## config.mk

```make
export PLATFORM = sky130hd
export DESIGN_NAME = adc_fifo_ctrl
export DESIGN_NICKNAME = d
export VERILOG_FILES = /design/src/logic/unused_placeholder_none.sv /design/src/logic/adc_ctrl_pkg.sv /design/src/logic/result_fifo_if.sv /design/src/logic/adc_fifo_ctrl.sv /design/src/logic/result_fifo.sv /design/src/logic/conv_sequencer.sv
export SDC_FILE = /design/constraint.sdc
export NUM_CORES = 2
export LEC_CHECK = 0
export BUFFER_PORTS_ARGS = -buffer_cell sky130_fd_sc_hd__buf_4
export CORE_MARGIN = 4
export CORE_UTILIZATION = 43
export CTS_CLUSTER_DIAMETER = 200
export DETAILED_ROUTE_END_ITERATION = 8
export PLACE_DENSITY_LB_ADDON = 0.3
export SLEW_MARGIN = 30
export SYNTH_ARGS = -nofsm -noshare
export SYNTH_HDL_FRONTEND = slang
export SYNTH_HIERARCHICAL = 1
export SYNTH_SLANG_ARGS = --single-unit
```

## constraint.sdc

```tcl
create_clock -name i_clk -period 18.6 [get_ports i_clk]
set_input_delay 3.72 -clock i_clk [delete_from_list [all_inputs] [get_ports i_clk]]
set_output_delay 3.72 -clock i_clk [all_outputs]
set_load 0.02 [all_outputs]
```

## src/logic/unused_placeholder_none.sv

```systemverilog
// intentionally empty module-free file kept out

```

## src/logic/adc_ctrl_pkg.sv

```systemverilog
// constants shared by the conversion and result fifo control logic
`default_nettype none
package adc_ctrl_pkg;
  // timing
  localparam int unsigned CLK_HZ = 25_000_000;
  localparam int unsigned CONV_TIME_NS = 5000;
  localparam int unsigned CONV_CYCLES = (CONV_TIME_NS * (CLK_HZ / 1_000_000)) / 1000;
  // widths and depth
  localparam int unsigned ADDR_W = 8;
  localparam int unsigned SAMPLE_W = 12;
  localparam int unsigned WORD_W = 16;
  localparam int unsigned FIFO_DEPTH = 256;
  // register byte offsets
  localparam logic [7:0] OFS_MUX_ENTRY = 8'h00;
  localparam logic [7:0] OFS_MUX_LOAD = 8'h04;
  localparam logic [7:0] OFS_MUX_CLEAR = 8'h08;
  localparam logic [7:0] OFS_SW_CONVERT = 8'h0c;
  localparam logic [7:0] OFS_ADC_CLEAR = 8'h10;
  localparam logic [7:0] OFS_CONFIG = 8'h14;
  localparam logic [7:0] OFS_STATUS = 8'h18;
  localparam logic [7:0] OFS_FIFO_DATA = 8'h1c;
  // field positions
  localparam int unsigned CHAN_HI = 7;
  localparam int unsigned CHAN_LO = 4;
  localparam int unsigned GAIN_HI = 3;
  localparam int unsigned GAIN_LO = 1;
  localparam int unsigned CFG_UNIPOLAR = 0;
  localparam int unsigned ST_NOT_EMPTY = 13;
  localparam int unsigned ST_OVERFLOW_N = 12;
  localparam int unsigned ST_OVERRUN_N = 11;
  localparam int unsigned ST_ACQ_DONE = 10;
  localparam int unsigned ST_BUSY = 9;
  localparam int unsigned SIGN_BIT = 11;
  // reset values
  localparam logic [7:0] MUX_RST = 8'h00;
  localparam logic CFG_UNIPOLAR_RST = 1'b0;
  localparam logic [31:0] RDATA_RST = 32'h0000_0000;
endpackage : adc_ctrl_pkg
`default_nettype wire

```

## src/logic/result_fifo_if.sv

```systemverilog
// signals between the control top and its result fifo
`timescale 1ns/1ps
`default_nettype none
interface result_fifo_if #(parameter int unsigned W = 16, parameter int unsigned DEPTH = 256);
  logic push;
  logic [W-1:0] wdata;
  logic pop;
  logic clear;
  logic [W-1:0] rdata;
  logic empty;
  logic full;
  logic [$clog2(DEPTH):0] count;
  modport owner (output push, wdata, pop, clear, input rdata, empty, full, count);
  modport store (input push, wdata, pop, clear, output rdata, empty, full, count);
endinterface : result_fifo_if
`default_nettype wire

```

## src/logic/adc_fifo_ctrl.sv

```systemverilog
// analog input control: mux entry, conversion start, result fifo, flags, wishbone slave
// How it works
// - channel number comes from mux_entry bits seven to four.
// - gain code comes from mux_entry bits three to one.
// - committed channel and gain stay until the host loads a new entry or clears the mux.
// - writing zero to sw_convert_strobe starts exactly one conversion.
// - low pulse on ext_convert_n starts one conversion.
// - each finished conversion is pushed into the fifo automatically.
// - status bit 13 fifo_not_empty is set while results are stored.
// - status register reads as one 16-bit value.
// - reading fifo data pops the oldest result; flag drops on last.
// - reading an empty fifo returns zero; host checks flag first.
// - fifo_not_empty rises about five microseconds after a start.
// - fifo holds 256; extra results are lost, overflow flag low until clear.
// - start during a conversion pulls overrun flag low until clear.
// - unipolar_select picks straight binary or two's complement results.
// - unipolar results are straight binary 0 to 4095.
// - bipolar results are two's complement -2048 to +2047.
// - adc_clear_strobe clears error flags, fifo and acquisition_done.
`timescale 1ns/1ps
`default_nettype none
module adc_fifo_ctrl
  import adc_ctrl_pkg::*;
#(
  parameter int unsigned DEPTH = adc_ctrl_pkg::FIFO_DEPTH,
  parameter int unsigned CONV_CYC = adc_ctrl_pkg::CONV_CYCLES
) (
  // clock and reset
  input wire logic i_clk,
  input wire logic i_rstn,
  // wishbone slave
  input wire logic i_wb_cyc,
  input wire logic i_wb_stb,
  input wire logic i_wb_we,
  input wire logic [adc_ctrl_pkg::ADDR_W-1:0] i_wb_adr,
  input wire logic [31:0] i_wb_dat,
  input wire logic [3:0] i_wb_sel,
  output logic [31:0] o_wb_dat,
  output logic o_wb_ack,
  // external trigger
  input wire logic i_ext_convert_n,
  // converter side
  input wire logic [adc_ctrl_pkg::SAMPLE_W-1:0] i_adc_data,
  output logic o_adc_start,
  output logic [3:0] o_adc_channel,
  output logic [2:0] o_adc_gain
);
  import adc_ctrl_pkg::*;

  localparam int unsigned AGE_W = $clog2(CONV_CYC + 2);
  localparam logic [AGE_W-1:0] AGE_DONE = AGE_W'(CONV_CYC);
  result_fifo_if #(.W(WORD_W), .DEPTH(DEPTH)) fif ();

  function automatic logic [WORD_W-1:0] fmt_sample(input logic [SAMPLE_W-1:0] raw, input logic unip);
    logic [WORD_W-1:0] v;
    v = {{(WORD_W - SAMPLE_W){1'b0}}, raw};
    if (!unip) begin
      v = {{(WORD_W - SAMPLE_W){~raw[SIGN_BIT]}}, ~raw[SIGN_BIT], raw[SIGN_BIT-1:0]};
    end
    return v;
  endfunction : fmt_sample

  // state
  logic ack_r, ack_nxt;
  logic [31:0] rd_r, rd_nxt;
  logic [7:0] entry_r, entry_nxt;
  logic [7:0] mux_r, mux_nxt;
  logic unip_r, unip_nxt;
  logic ovf_n_r, ovf_n_nxt;
  logic ovr_n_r, ovr_n_nxt;
  logic acq_r, acq_nxt;
  logic ext_prev_r, ext_prev_nxt;
  logic start_r, start_nxt;
  logic [3:0] chan_r, chan_nxt;
  logic [2:0] gain_r, gain_nxt;
  logic [AGE_W-1:0] age_r, age_nxt;
  // decode
  logic req, wr, rd, wr_lo, clr, conv_sw, ext_fall, start;
  logic busy, done, overrun;
  logic [15:0] status;

  conv_sequencer #(.CYCLES(CONV_CYC)) u_seq (
    .i_clk(i_clk),
    .i_rstn(i_rstn),
    .i_start(start),
    .o_busy(busy),
    .o_done(done),
    .o_overrun(overrun)
  );

  result_fifo #(.W(WORD_W), .DEPTH(DEPTH)) u_fifo (
    .i_clk(i_clk),
    .i_rstn(i_rstn),
    .f(fif)
  );

  always_comb begin
    req = i_wb_cyc && i_wb_stb && !ack_r;
    wr = req && i_wb_we;
    rd = req && !i_wb_we;
    wr_lo = wr && i_wb_sel[0];
    clr = wr && (i_wb_adr == OFS_ADC_CLEAR);
    conv_sw = wr && (i_wb_adr == OFS_SW_CONVERT) && (i_wb_dat[15:0] == 16'h0000);
    ext_fall = ext_prev_r && !i_ext_convert_n;
    start = conv_sw || ext_fall;
    status = 16'h0000;
    status[ST_NOT_EMPTY] = !fif.empty;
    status[ST_OVERFLOW_N] = ovf_n_r;
    status[ST_OVERRUN_N] = ovr_n_r;
    status[ST_ACQ_DONE] = acq_r;
    status[ST_BUSY] = busy;
    fif.push = done;
    fif.wdata = fmt_sample(i_adc_data, unip_r);
    fif.pop = rd && (i_wb_adr == OFS_FIFO_DATA);
    fif.clear = clr;
  end

  always_comb begin
    ack_nxt = req;
    rd_nxt = RDATA_RST;
    entry_nxt = entry_r;
    mux_nxt = mux_r;
    unip_nxt = unip_r;
    ext_prev_nxt = i_ext_convert_n;
    start_nxt = start && !busy;
    ovf_n_nxt = ovf_n_r;
    ovr_n_nxt = ovr_n_r;
    acq_nxt = acq_r;
    if (clr) begin
      ovf_n_nxt = 1'b1;
      ovr_n_nxt = 1'b1;
      acq_nxt = 1'b0;
    end
    if (done && fif.full && !fif.pop && !clr) begin
      ovf_n_nxt = 1'b0;
    end
    if (overrun) begin
      ovr_n_nxt = 1'b0;
    end
    if (done) begin
      acq_nxt = 1'b1;
    end
    if (wr_lo && (i_wb_adr == OFS_MUX_ENTRY)) begin
      entry_nxt = i_wb_dat[7:0];
    end
    if (wr && (i_wb_adr == OFS_MUX_CLEAR)) begin
      mux_nxt = MUX_RST;
    end
    if (wr && (i_wb_adr == OFS_MUX_LOAD)) begin
      mux_nxt = entry_r;
    end
    if (wr_lo && (i_wb_adr == OFS_CONFIG)) begin
      unip_nxt = i_wb_dat[CFG_UNIPOLAR];
    end
    if (rd) begin
      unique case (i_wb_adr)
        OFS_MUX_ENTRY: rd_nxt = {24'h00_0000, entry_r};
        OFS_CONFIG: rd_nxt = {31'h0000_0000, unip_r};
        OFS_STATUS: rd_nxt = {16'h0000, status};
        OFS_FIFO_DATA: rd_nxt = fif.empty ? RDATA_RST : {16'h0000, fif.rdata};
        default: rd_nxt = RDATA_RST;
      endcase
    end
    chan_nxt = mux_r[CHAN_HI:CHAN_LO];
    gain_nxt = mux_r[GAIN_HI:GAIN_LO];
    age_nxt = age_r;
    if (start && !busy) begin
      age_nxt = AGE_W'(1);
    end else if (busy && (age_r != AGE_DONE)) begin
      age_nxt = age_r + AGE_W'(1);
    end
  end

  always_ff @(posedge i_clk) begin
    if (!i_rstn) begin
      ack_r <= 1'b0;
      rd_r <= RDATA_RST;
      entry_r <= MUX_RST;
      mux_r <= MUX_RST;
      unip_r <= CFG_UNIPOLAR_RST;
      ovf_n_r <= 1'b1;
      ovr_n_r <= 1'b1;
      acq_r <= 1'b0;
      ext_prev_r <= 1'b1;
      start_r <= 1'b0;
      chan_r <= 4'h0;
      gain_r <= 3'h0;
      age_r <= '0;
    end else begin
      ack_r <= ack_nxt;
      rd_r <= rd_nxt;
      entry_r <= entry_nxt;
      mux_r <= mux_nxt;
      unip_r <= unip_nxt;
      ovf_n_r <= ovf_n_nxt;
      ovr_n_r <= ovr_n_nxt;
      acq_r <= acq_nxt;
      ext_prev_r <= ext_prev_nxt;
      start_r <= start_nxt;
      chan_r <= chan_nxt;
      gain_r <= gain_nxt;
      age_r <= age_nxt;
    end
  end

  assign o_wb_ack = ack_r;
  assign o_wb_dat = rd_r;
  assign o_adc_start = start_r;
  assign o_adc_channel = chan_r;
  assign o_adc_gain = gain_r;

  property p_sw_start;
    @(posedge i_clk) disable iff (!i_rstn)
      (conv_sw && !busy && !ext_fall) |=> (o_adc_start && busy);
  endproperty
  a_sw_start: assert property (p_sw_start) else $error("software strobe did not start conversion");

  property p_ext_start;
    @(posedge i_clk) disable iff (!i_rstn)
      (ext_fall && !busy) |=> o_adc_start;
  endproperty
  a_ext_start: assert property (p_ext_start) else $error("external pulse did not start conversion");

  property p_not_empty_after_start;
    @(posedge i_clk) disable iff (!i_rstn)
      done |-> (age_r == AGE_DONE);
  endproperty
  a_not_empty_after_start: assert property (p_not_empty_after_start) else $error("result pushed at wrong time");

  property p_done_timing;
    @(posedge i_clk) disable iff (!i_rstn)
      (start && !busy) |-> ##[1:1000] done;
  endproperty
  a_done_timing: assert property (p_done_timing) else $error("conversion result never arrived");

  property p_push_sets_flag;
    @(posedge i_clk) disable iff (!i_rstn)
      (done && !clr) |=> status[ST_NOT_EMPTY];
  endproperty
  a_push_sets_flag: assert property (p_push_sets_flag) else $error("fifo_not_empty not set after push");

  property p_overflow_sticky;
    @(posedge i_clk) disable iff (!i_rstn)
      (!ovf_n_r && !clr) |=> !ovf_n_r;
  endproperty
  a_overflow_sticky: assert property (p_overflow_sticky) else $error("overflow flag released without clear");

  property p_overrun_flag;
    @(posedge i_clk) disable iff (!i_rstn)
      (start && busy) |=> !ovr_n_r;
  endproperty
  a_overrun_flag: assert property (p_overrun_flag) else $error("overrun not flagged");

  property p_clear_flags;
    @(posedge i_clk) disable iff (!i_rstn)
      (clr && !done && !overrun) |=> (ovf_n_r && ovr_n_r && !acq_r && fif.empty);
  endproperty
  a_clear_flags: assert property (p_clear_flags) else $error("clear strobe left state behind");

  property p_mux_hold;
    @(posedge i_clk) disable iff (!i_rstn)
      !(wr && ((i_wb_adr == OFS_MUX_LOAD) || (i_wb_adr == OFS_MUX_CLEAR))) |=> (mux_r == $past(mux_r));
  endproperty
  a_mux_hold: assert property (p_mux_hold) else $error("mux selection changed without load");

  property p_chan_out;
    @(posedge i_clk) disable iff (!i_rstn)
      ##1 (o_adc_channel == $past(mux_r[CHAN_HI:CHAN_LO])) && (o_adc_gain == $past(mux_r[GAIN_HI:GAIN_LO]));
  endproperty
  a_chan_out: assert property (p_chan_out) else $error("channel or gain output wrong");

  property p_format;
    @(posedge i_clk) disable iff (!i_rstn)
      done |-> (unip_r ? (fif.wdata[15:12] == 4'h0) : (fif.wdata[15:11] == {5{~i_adc_data[SIGN_BIT]}}));
  endproperty
  a_format: assert property (p_format) else $error("result format wrong");

  property p_status_word;
    @(posedge i_clk) disable iff (!i_rstn)
      (rd && (i_wb_adr == OFS_STATUS)) |=> (o_wb_ack && (o_wb_dat[31:16] == 16'h0000));
  endproperty
  a_status_word: assert property (p_status_word) else $error("status read not one 16-bit word");

  property p_pop_oldest;
    @(posedge i_clk) disable iff (!i_rstn)
      (fif.pop && !fif.empty) |=> (o_wb_dat[15:0] == $past(fif.rdata));
  endproperty
  a_pop_oldest: assert property (p_pop_oldest) else $error("fifo read did not return oldest result");

  property p_last_pop;
    @(posedge i_clk) disable iff (!i_rstn)
      (fif.pop && (fif.count == 1) && !fif.push && !clr) |=> !status[ST_NOT_EMPTY];
  endproperty
  a_last_pop: assert property (p_last_pop) else $error("fifo_not_empty stayed after last read");

  property p_overrun_no_start;
    @(posedge i_clk) disable iff (!i_rstn)
      (start && busy) |=> !o_adc_start;
  endproperty
  a_overrun_no_start: assert property (p_overrun_no_start) else $error("start accepted while busy");
endmodule : adc_fifo_ctrl
`default_nettype wire

```

## src/logic/result_fifo.sv

```systemverilog
// flip-flop result fifo with clear
`timescale 1ns/1ps
`default_nettype none
module result_fifo #(
  parameter int unsigned W = 16,
  parameter int unsigned DEPTH = 256
) (
  // clock and reset
  input wire logic i_clk,
  input wire logic i_rstn,
  // fifo port
  result_fifo_if.store f
);
  localparam int unsigned AW = $clog2(DEPTH);
  localparam logic [AW:0] DEPTH_C = DEPTH[AW:0];
  logic [W-1:0] mem [DEPTH];
  logic [AW-1:0] wr_r, wr_nxt, rd_r, rd_nxt;
  logic [AW:0] cnt_r, cnt_nxt;
  logic do_push, do_pop;

  always_comb begin
    do_pop = f.pop && (cnt_r != '0) && !f.clear;
    do_push = f.push && (f.clear || (cnt_r != DEPTH_C) || do_pop);
    wr_nxt = wr_r;
    rd_nxt = rd_r;
    cnt_nxt = cnt_r;
    if (f.clear) begin
      wr_nxt = do_push ? AW'(1) : '0;
      rd_nxt = '0;
      cnt_nxt = do_push ? (AW + 1)'(1) : '0;
    end else begin
      if (do_push) begin
        wr_nxt = wr_r + AW'(1);
      end
      if (do_pop) begin
        rd_nxt = rd_r + AW'(1);
      end
      cnt_nxt = cnt_r + (AW + 1)'(do_push) - (AW + 1)'(do_pop);
    end
  end

  always_ff @(posedge i_clk) begin
    if (!i_rstn) begin
      wr_r <= '0;
      rd_r <= '0;
      cnt_r <= '0;
    end else begin
      wr_r <= wr_nxt;
      rd_r <= rd_nxt;
      cnt_r <= cnt_nxt;
    end
  end

  always_ff @(posedge i_clk) begin
    if (do_push) begin
      mem[f.clear ? '0 : wr_r] <= f.wdata;
    end
  end

  assign f.rdata = mem[rd_r];
  assign f.empty = (cnt_r == '0);
  assign f.full = (cnt_r == DEPTH_C);
  assign f.count = cnt_r;

  property p_full_push_drops;
    @(posedge i_clk) disable iff (!i_rstn)
      (f.full && f.push && !f.pop && !f.clear) |=> (cnt_r == DEPTH_C);
  endproperty
  a_full_push_drops: assert property (p_full_push_drops) else $error("push into full fifo changed count");

  property p_clear_empties;
    @(posedge i_clk) disable iff (!i_rstn)
      (f.clear && !f.push) |=> (cnt_r == '0);
  endproperty
  a_clear_empties: assert property (p_clear_empties) else $error("clear did not empty fifo");
endmodule : result_fifo
`default_nettype wire

```

## src/logic/conv_sequencer.sv

```systemverilog
// tracks one conversion cycle and reports completion and overrun
`timescale 1ns/1ps
`default_nettype none
module conv_sequencer #(
  parameter int unsigned CYCLES = 125
) (
  // clock and reset
  input wire logic i_clk,
  input wire logic i_rstn,
  // control
  input wire logic i_start,
  output logic o_busy,
  output logic o_done,
  output logic o_overrun
);
  typedef enum logic [0:0] {S_IDLE, S_BUSY} conv_state_t;
  localparam int unsigned CW = $clog2(CYCLES + 1);
  localparam logic [CW-1:0] LAST = CW'(CYCLES - 1);
  conv_state_t state_r, state_nxt;
  logic [CW-1:0] cnt_r, cnt_nxt;

  always_comb begin
    state_nxt = state_r;
    cnt_nxt = cnt_r;
    o_done = 1'b0;
    o_overrun = 1'b0;
    unique case (state_r)
      S_IDLE: begin
        if (i_start) begin
          state_nxt = S_BUSY;
          cnt_nxt = '0;
        end
      end
      S_BUSY: begin
        o_overrun = i_start;
        if (cnt_r == LAST) begin
          o_done = 1'b1;
          state_nxt = S_IDLE;
        end else begin
          cnt_nxt = cnt_r + CW'(1);
        end
      end
    endcase
  end

  always_ff @(posedge i_clk) begin
    if (!i_rstn) begin
      state_r <= S_IDLE;
      cnt_r <= '0;
    end else begin
      state_r <= state_nxt;
      cnt_r <= cnt_nxt;
    end
  end

  assign o_busy = (state_r == S_BUSY);

  property p_one_done_per_start;
    @(posedge i_clk) disable iff (!i_rstn)
      (i_start && !o_busy) |=> (!o_done) [*4];
  endproperty
  a_one_done_per_start: assert property (p_one_done_per_start) else $error("conversion ended too early");
endmodule : conv_sequencer
`default_nettype wire

```

After elaboration in Yosys (flattened, before gate mapping)
Memories as Yosys holds them, arrays and structs flattened. A register that Yosys moved wholly into a read port is not among the register bits.
Index checks and enable logic that the tools add are counted.
- memory bits (writable): 4096
- bits in registers: 95
- memories: 1
- input port bits: 62
- memory list (memory ; words ; bits a word ; rd ports ; clocked after Yosys merged registers in ; wr ports ; line ; source):
    u_fifo.mem ; 256 ; 16 ; 1 ; 1 ; 1 ; result_fifo.sv:16 ; logic [W-1:0] mem [DEPTH];
- mux-type cells: 29
- $add $sub $neg: 5
- reduce and logical (&&, ||, !) cells: 43
- bitwise operators: 3
- equal/unequal tests: 12
- operators with widths (kind ; number):
    $pmux 16 s4 ; 1
    $mux 8 ; 7
    $eq 8x5->1 const B ; 4
    $mux 16 ; 2
    $logic_and 1x1->1 ; 21
    $add 8x1->8 const B ; 2
    $eq 8x4->1 const B ; 2
    $logic_not 16->1 ; 1
    $mux 1 ; 14
    $mux 7 ; 2
    $pmux 7 s2 ; 1
    $reduce_bool 2->1 ; 5
    $add 9x1->9 ; 1
    $eq 9x9->1 const B ; 1
    $logic_not 9->1 ; 1
    $mux 9 ; 1
    $ne 9x9->1 const B ; 1
    $reduce_bool 9->1 ; 1
    $sub 9x1->9 ; 1
    $eq 8x3->1 const B ; 1
    $logic_not 8->1 ; 1
    $add 7x1->7 const B ; 1
    $eq 7x7->1 const B ; 1
    $logic_not 1->1 ; 7
    other kinds (6) ; 12

Depth between registers and ports, before layout
- word-level depth: 11
- depth in mapped cells: 20
- gate-level depth less buffers: 19

Modules after synthesis
Netlist, hierarchy kept.
- modules (own cells, without submodules) (module ; times used ; cells each ; area an instance (um^2)):
    result_fifo ; 1 ; 7261 ; 157979.0
    adc_fifo_ctrl ; 1 ; 216 ; 1970.6
    conv_sequencer ; 1 ; 53 ; 475.5

Least setup slack after synthesis
No wires, ideal clock.
- kind: in2reg
- from: in i_adc_data[11] (netlist name)
- to: mem u_fifo.mem[0][12], data pin
- path slack: -1007 ps
- data required time: 15708 ps
- library setup time: 2892 ps
- data arrival time: 16715 ps
- stages on the path: 2
- path buffers: 0
- path through: inv_1 ha_1
- word-level cells in the longest chain between the ends: 2
- RTL lines (element ; line ; source):
    start, declared ; adc_fifo_ctrl.sv:43 ; input wire logic [adc_ctrl_pkg::SAMPLE_W-1:0] i_adc_data,
    $not 1->1 ; adc_fifo_ctrl.sv:58 ; v = {{(WORD_W - SAMPLE_W){~raw[SIGN_BIT]}}, ~raw[SIGN_BIT], raw[SIGN_BIT-1:0]};
    $mux 16 ; adc_fifo_ctrl.sv:57 ; if (!unip) begin
    net fif.wdata[12] ; result_fifo_if.sv:6 ; logic [W-1:0] wdata;
    end, declared ; result_fifo.sv:16 ;
The timed path passes the listed nets, and every way through them passes these cells.

Worst setup path after layout
- from: in i_wb_adr[7] (netlist name)
- to: mem u_fifo.mem[157][0], enable pin
- word-level cells in the longest chain between the ends: 8
- elaborated cells between the ends (all ways): 13
- classes of those cells: eq/ne: 2; mux: 3; reduce/logical: 8
- RTL lines (element ; line ; source):
    start, declared ; adc_fifo_ctrl.sv:35 ; input wire logic [adc_ctrl_pkg::ADDR_W-1:0] i_wb_adr,
    $eq 8x5->1 * ; adc_fifo_ctrl.sv:102 ; clr = wr && (i_wb_adr == OFS_ADC_CLEAR);
    $logic_and 1x1->1 * ; adc_fifo_ctrl.sv:102 ;
    net clr ; adc_fifo_ctrl.sv:78 ; logic req, wr, rd, wr_lo, clr, conv_sw, ext_fall, start;
    $logic_not 1->1 ; result_fifo.sv:22 ; do_pop = f.pop && (cnt_r != '0) && !f.clear;
    $logic_and 1x1->1 ; result_fifo.sv:22 ;
    $logic_or 1x1->1 ; result_fifo.sv:23 ; do_push = f.push && (f.clear || (cnt_r != DEPTH_C) || do_pop);
    $logic_and 1x1->1 ; result_fifo.sv:23 ;
    $mux 1 ; result_fifo.sv:55 ; if (do_push) begin
    $mux 1 ; result_fifo.sv:56 ; mem[f.clear ? '0 : wr_r] <= f.wdata;
Mark *: on every way through the listed nets, which the timed path passes. The rest lies on a longest branch.

==> reports/results.txt <==
required time of the critical path -> 19230 ps
area grow syn2layout -> 13.1%
clk buf depth -> 4
met3 Use GR -> 0.0340
Routed wire per std cell -> 29.3 µm
Sw Ratio -> 0.196
number of remaining DRC errors -> 0
pwr dens -> 102 mW/mm²
Chip Width -> 619 µm
clock root cell -> clkbuf_16
Post-Synth XOR/XNOR Area -> 0.00115
pin count of the biggest net entering global routing -> 161
fin cells -> 13300
Max VDD drop -> 0.0859 mV
GR Layer Usage met1 -> 0.291
#FFs+latches synth -> 4182
Ys Warns -> 6
I/O Pins -> 103
GRT overflow -> 0
Post-DRT Antenna Nets -> 0
core area -> 0.372 mm²
Slew headroom -> 0.263
Max Freq -> 0.122 GHz
grt met2 use -> 0.310
drt pass-1 iters -> 6
Reg power frac -> 0.557
status -> finished, final reports clean
fin. max-slew vios -> 0
Die Ht -> 619 µm
P_leak -> 53.6 nW
post-synth cell types -> 70
RSZ-0062 raised after global routing -> no
gr busiest metal -> met2
vias in the first global route -> 76800
routed vias/inst -> 5.85
FP Rows -> 224
Post-synth EDFFs -> 4096
die footprint -> 0.383 mm²
Synth Cell Area -> 0.160 mm²
postcts setup bufs -> 0
Final Hold Fails -> 0
fill count -> 29800
CTS tree -> done
Clock Power Share -> 0.431
global-route wire length before repair -> 560000 µm
mux cell area share after synthesis -> 0.149
total CTS buffers -> 418
Worst Setup Path Type -> primary input to flip-flop
Startpoint Class -> primary input
DR iter-0 viols -> 9294
layout cell share with drive strength beyond 1 -> 0.237
Starting Density -> 0.431
initial antenna violation count -> 12
Mapped Cells -> 7530
most common cell after layout, fill and taps aside -> edfxtp_1
Logic pwr share -> 0.012
clock sinks -> 4182
final worst path period share -> 0.441
vias post-DR -> 77600
Post-Synth Adder-Cell Area -> 0.00145
setup tns final -> 0 ps
Compound-Gate Fraction of Synth Area -> 0.0319
Min Hold Slack -> 435 ps
Final setup viols -> 0
Post-synth top flop -> edfxtp_1
Nets -> 8021
Clock Pin Slew Worst Setup and Hold Paths -> 60 ps
DP Wirelength -> 226000 µm
Hold Path Class -> flip-flop to flip-flop
minimum clock period -> 8210 ps
asr flop ratio synth -> 0
largest family of logic cells by synthesized area -> multiplexers
Switch Pwr -> 3.64 mW
Pint -> 14.9 mW
sequential fraction of the synthesis area -> 0.777
crit-path max FO -> 15
Placer Congestion -> 0.835
Crit. End Element -> flip-flop
most frequent cells in the layout -> edfxtp_1 (4096), mux4_2 (816), mux2i_1 (557), clkbuf_16 (427), buf_4 (381)
Clock Latency Late Sink -> 950 ps
hold buffers post-CTS -> 0
cts repair resizes -> 0
Worst Path Arrival -> 8840 ps
Util after Layout -> 0.488
Mean Syn Cell Area -> 21.3 µm²
actual slew at the worst max-slew pin -> 1110 ps
Fin Clk Skew -> 61.1 ps
H-tree levels -> 5
dpl cells -> 12500
Synth Area in Simple Gates -> 0.0211
routed wire length -> 389000 µm
all-layer global routing usage -> 0.200
Max Cap Violations -> 0
input/output buffers -> 67
[synth_stat cells (all sizes together) (14+ instances only)]
cell / number / area share
a22o: 96 / 0.0052
nor2: 363 / 0.0086
edfxtp: 4096 / 0.77
o21ai: 22 / 0.00069
o211ai: 30 / 0.0014
a221oi: 33 / 0.0019
ha: 17 / 0.0013
o22ai: 300 / 0.012
dfxtp: 86 / 0.011
nor3: 61 / 0.0019
inv: 39 / 0.00091
nand2: 93 / 0.0022
xor2: 14 / 0.00076
a31oi: 55 / 0.0022
nand3: 17 / 0.00053
a211oi: 18 / 0.0013
buf: 267 / 0.012
clkbuf: 187 / 0.0044
a22oi: 98 / 0.0046
a21oi: 62 / 0.0019
mux2i: 557 / 0.035
nand4: 22 / 0.00086
mux4: 816 / 0.11
nor4: 73 / 0.0030
[kinds of logic after synthesis]
| group | after synthesis |
|---|---|
| simple gates | 713 |
| xor+xnor | 21 |
| fa+ha+maj | 18 |
| flops | 4182 |
| mux | 1373 |
| other cells | 1 |
| buf+inv | 493 |
| compound gates | 729 |
[metal layers]
metal,part of all wire,up-vias
met2,0.47,3267
met5,0.000051,-
met4,0.033,2
li1,-,32400
met1,0.41,41300
met3,0.084,588
[critical path: stages]
cell and delay (ps):
buf_4 110, or4_4 610, nor2_4 170, nand2_1 120, nor2_2 120, buf_4 260
o31a_1 510, inv_1 280, nor3b_1 670, nand2_2 670, buf_4 480, nor2_1 720
buf_4 320
[power groups by stage]
| stage | registers [mW] | logic [mW] | clock network (mW) |
|---|---|---|---|
| finish | 10.3 | 0.225 | 7.99 |
| global route | 10.3 | 0.245 | 8.56 |
| CTS | 10.3 | 0.224 | 8.15 |
| detailed placement | 10.5 | 0.224 | 0 |
| global placement | 10.5 | 0.208 | 0 |
| floorplan | 10.6 | 0.0671 | 0 |
[metrics by stage]
step           power (mW)  setup slack (ps)  area, µm²
2_1_floorplan        10.6              6300     160000
3_3_place_gp         10.8              9520     168000
3_5_place_dp         10.8              9420     168000
4_1_cts              18.7             10430     181000
5_1_grt              19.1             10140     181000
6_report             18.6             10390     181000
[final cells by class]
type / instances / area (µm²) / share of cell area
well taps: 4972 / 6220 / 0.0343
multi-input cells: 2870 / 33600 / 0.185
inverters: 39 / 154 / 0.000848
clock buffers: 534 / 11100 / 0.0613
clock inverters: 227 / 1870 / 0.0103
flip-flops and latches: 4182 / 125000 / 0.688
repair buffers: 430 / 3700 / 0.0204
diodes: 8 / 20.0 / 0.000110
[state kept, by name, indices dropped and copies added, names as in the netlist, 3 cells and up, named ones only]
signal	count
entry_r	8
mux_r	7
o_adc_channel	4
o_adc_gain	3
o_wb_dat	16
u_fifo/f.count	9
u_fifo/mem	4096
u_fifo/rd_r	8
u_fifo/wr_r	8
u_seq/cnt_r	7
[final timing paths]
check,startpoint,endpoint,slack (ps),cells after the start
setup / recovery,i_wb_adr[7],u_fifo/mem[157][0],10390,13
hold / removal,mux_r[7],o_adc_channel[3],440,2
setup reg to reg,flip-flop,o_wb_dat[7],12060,11
hold reg to reg,mux_r[7],o_adc_channel[3],440,2
(Power assumes the default switching activity.)
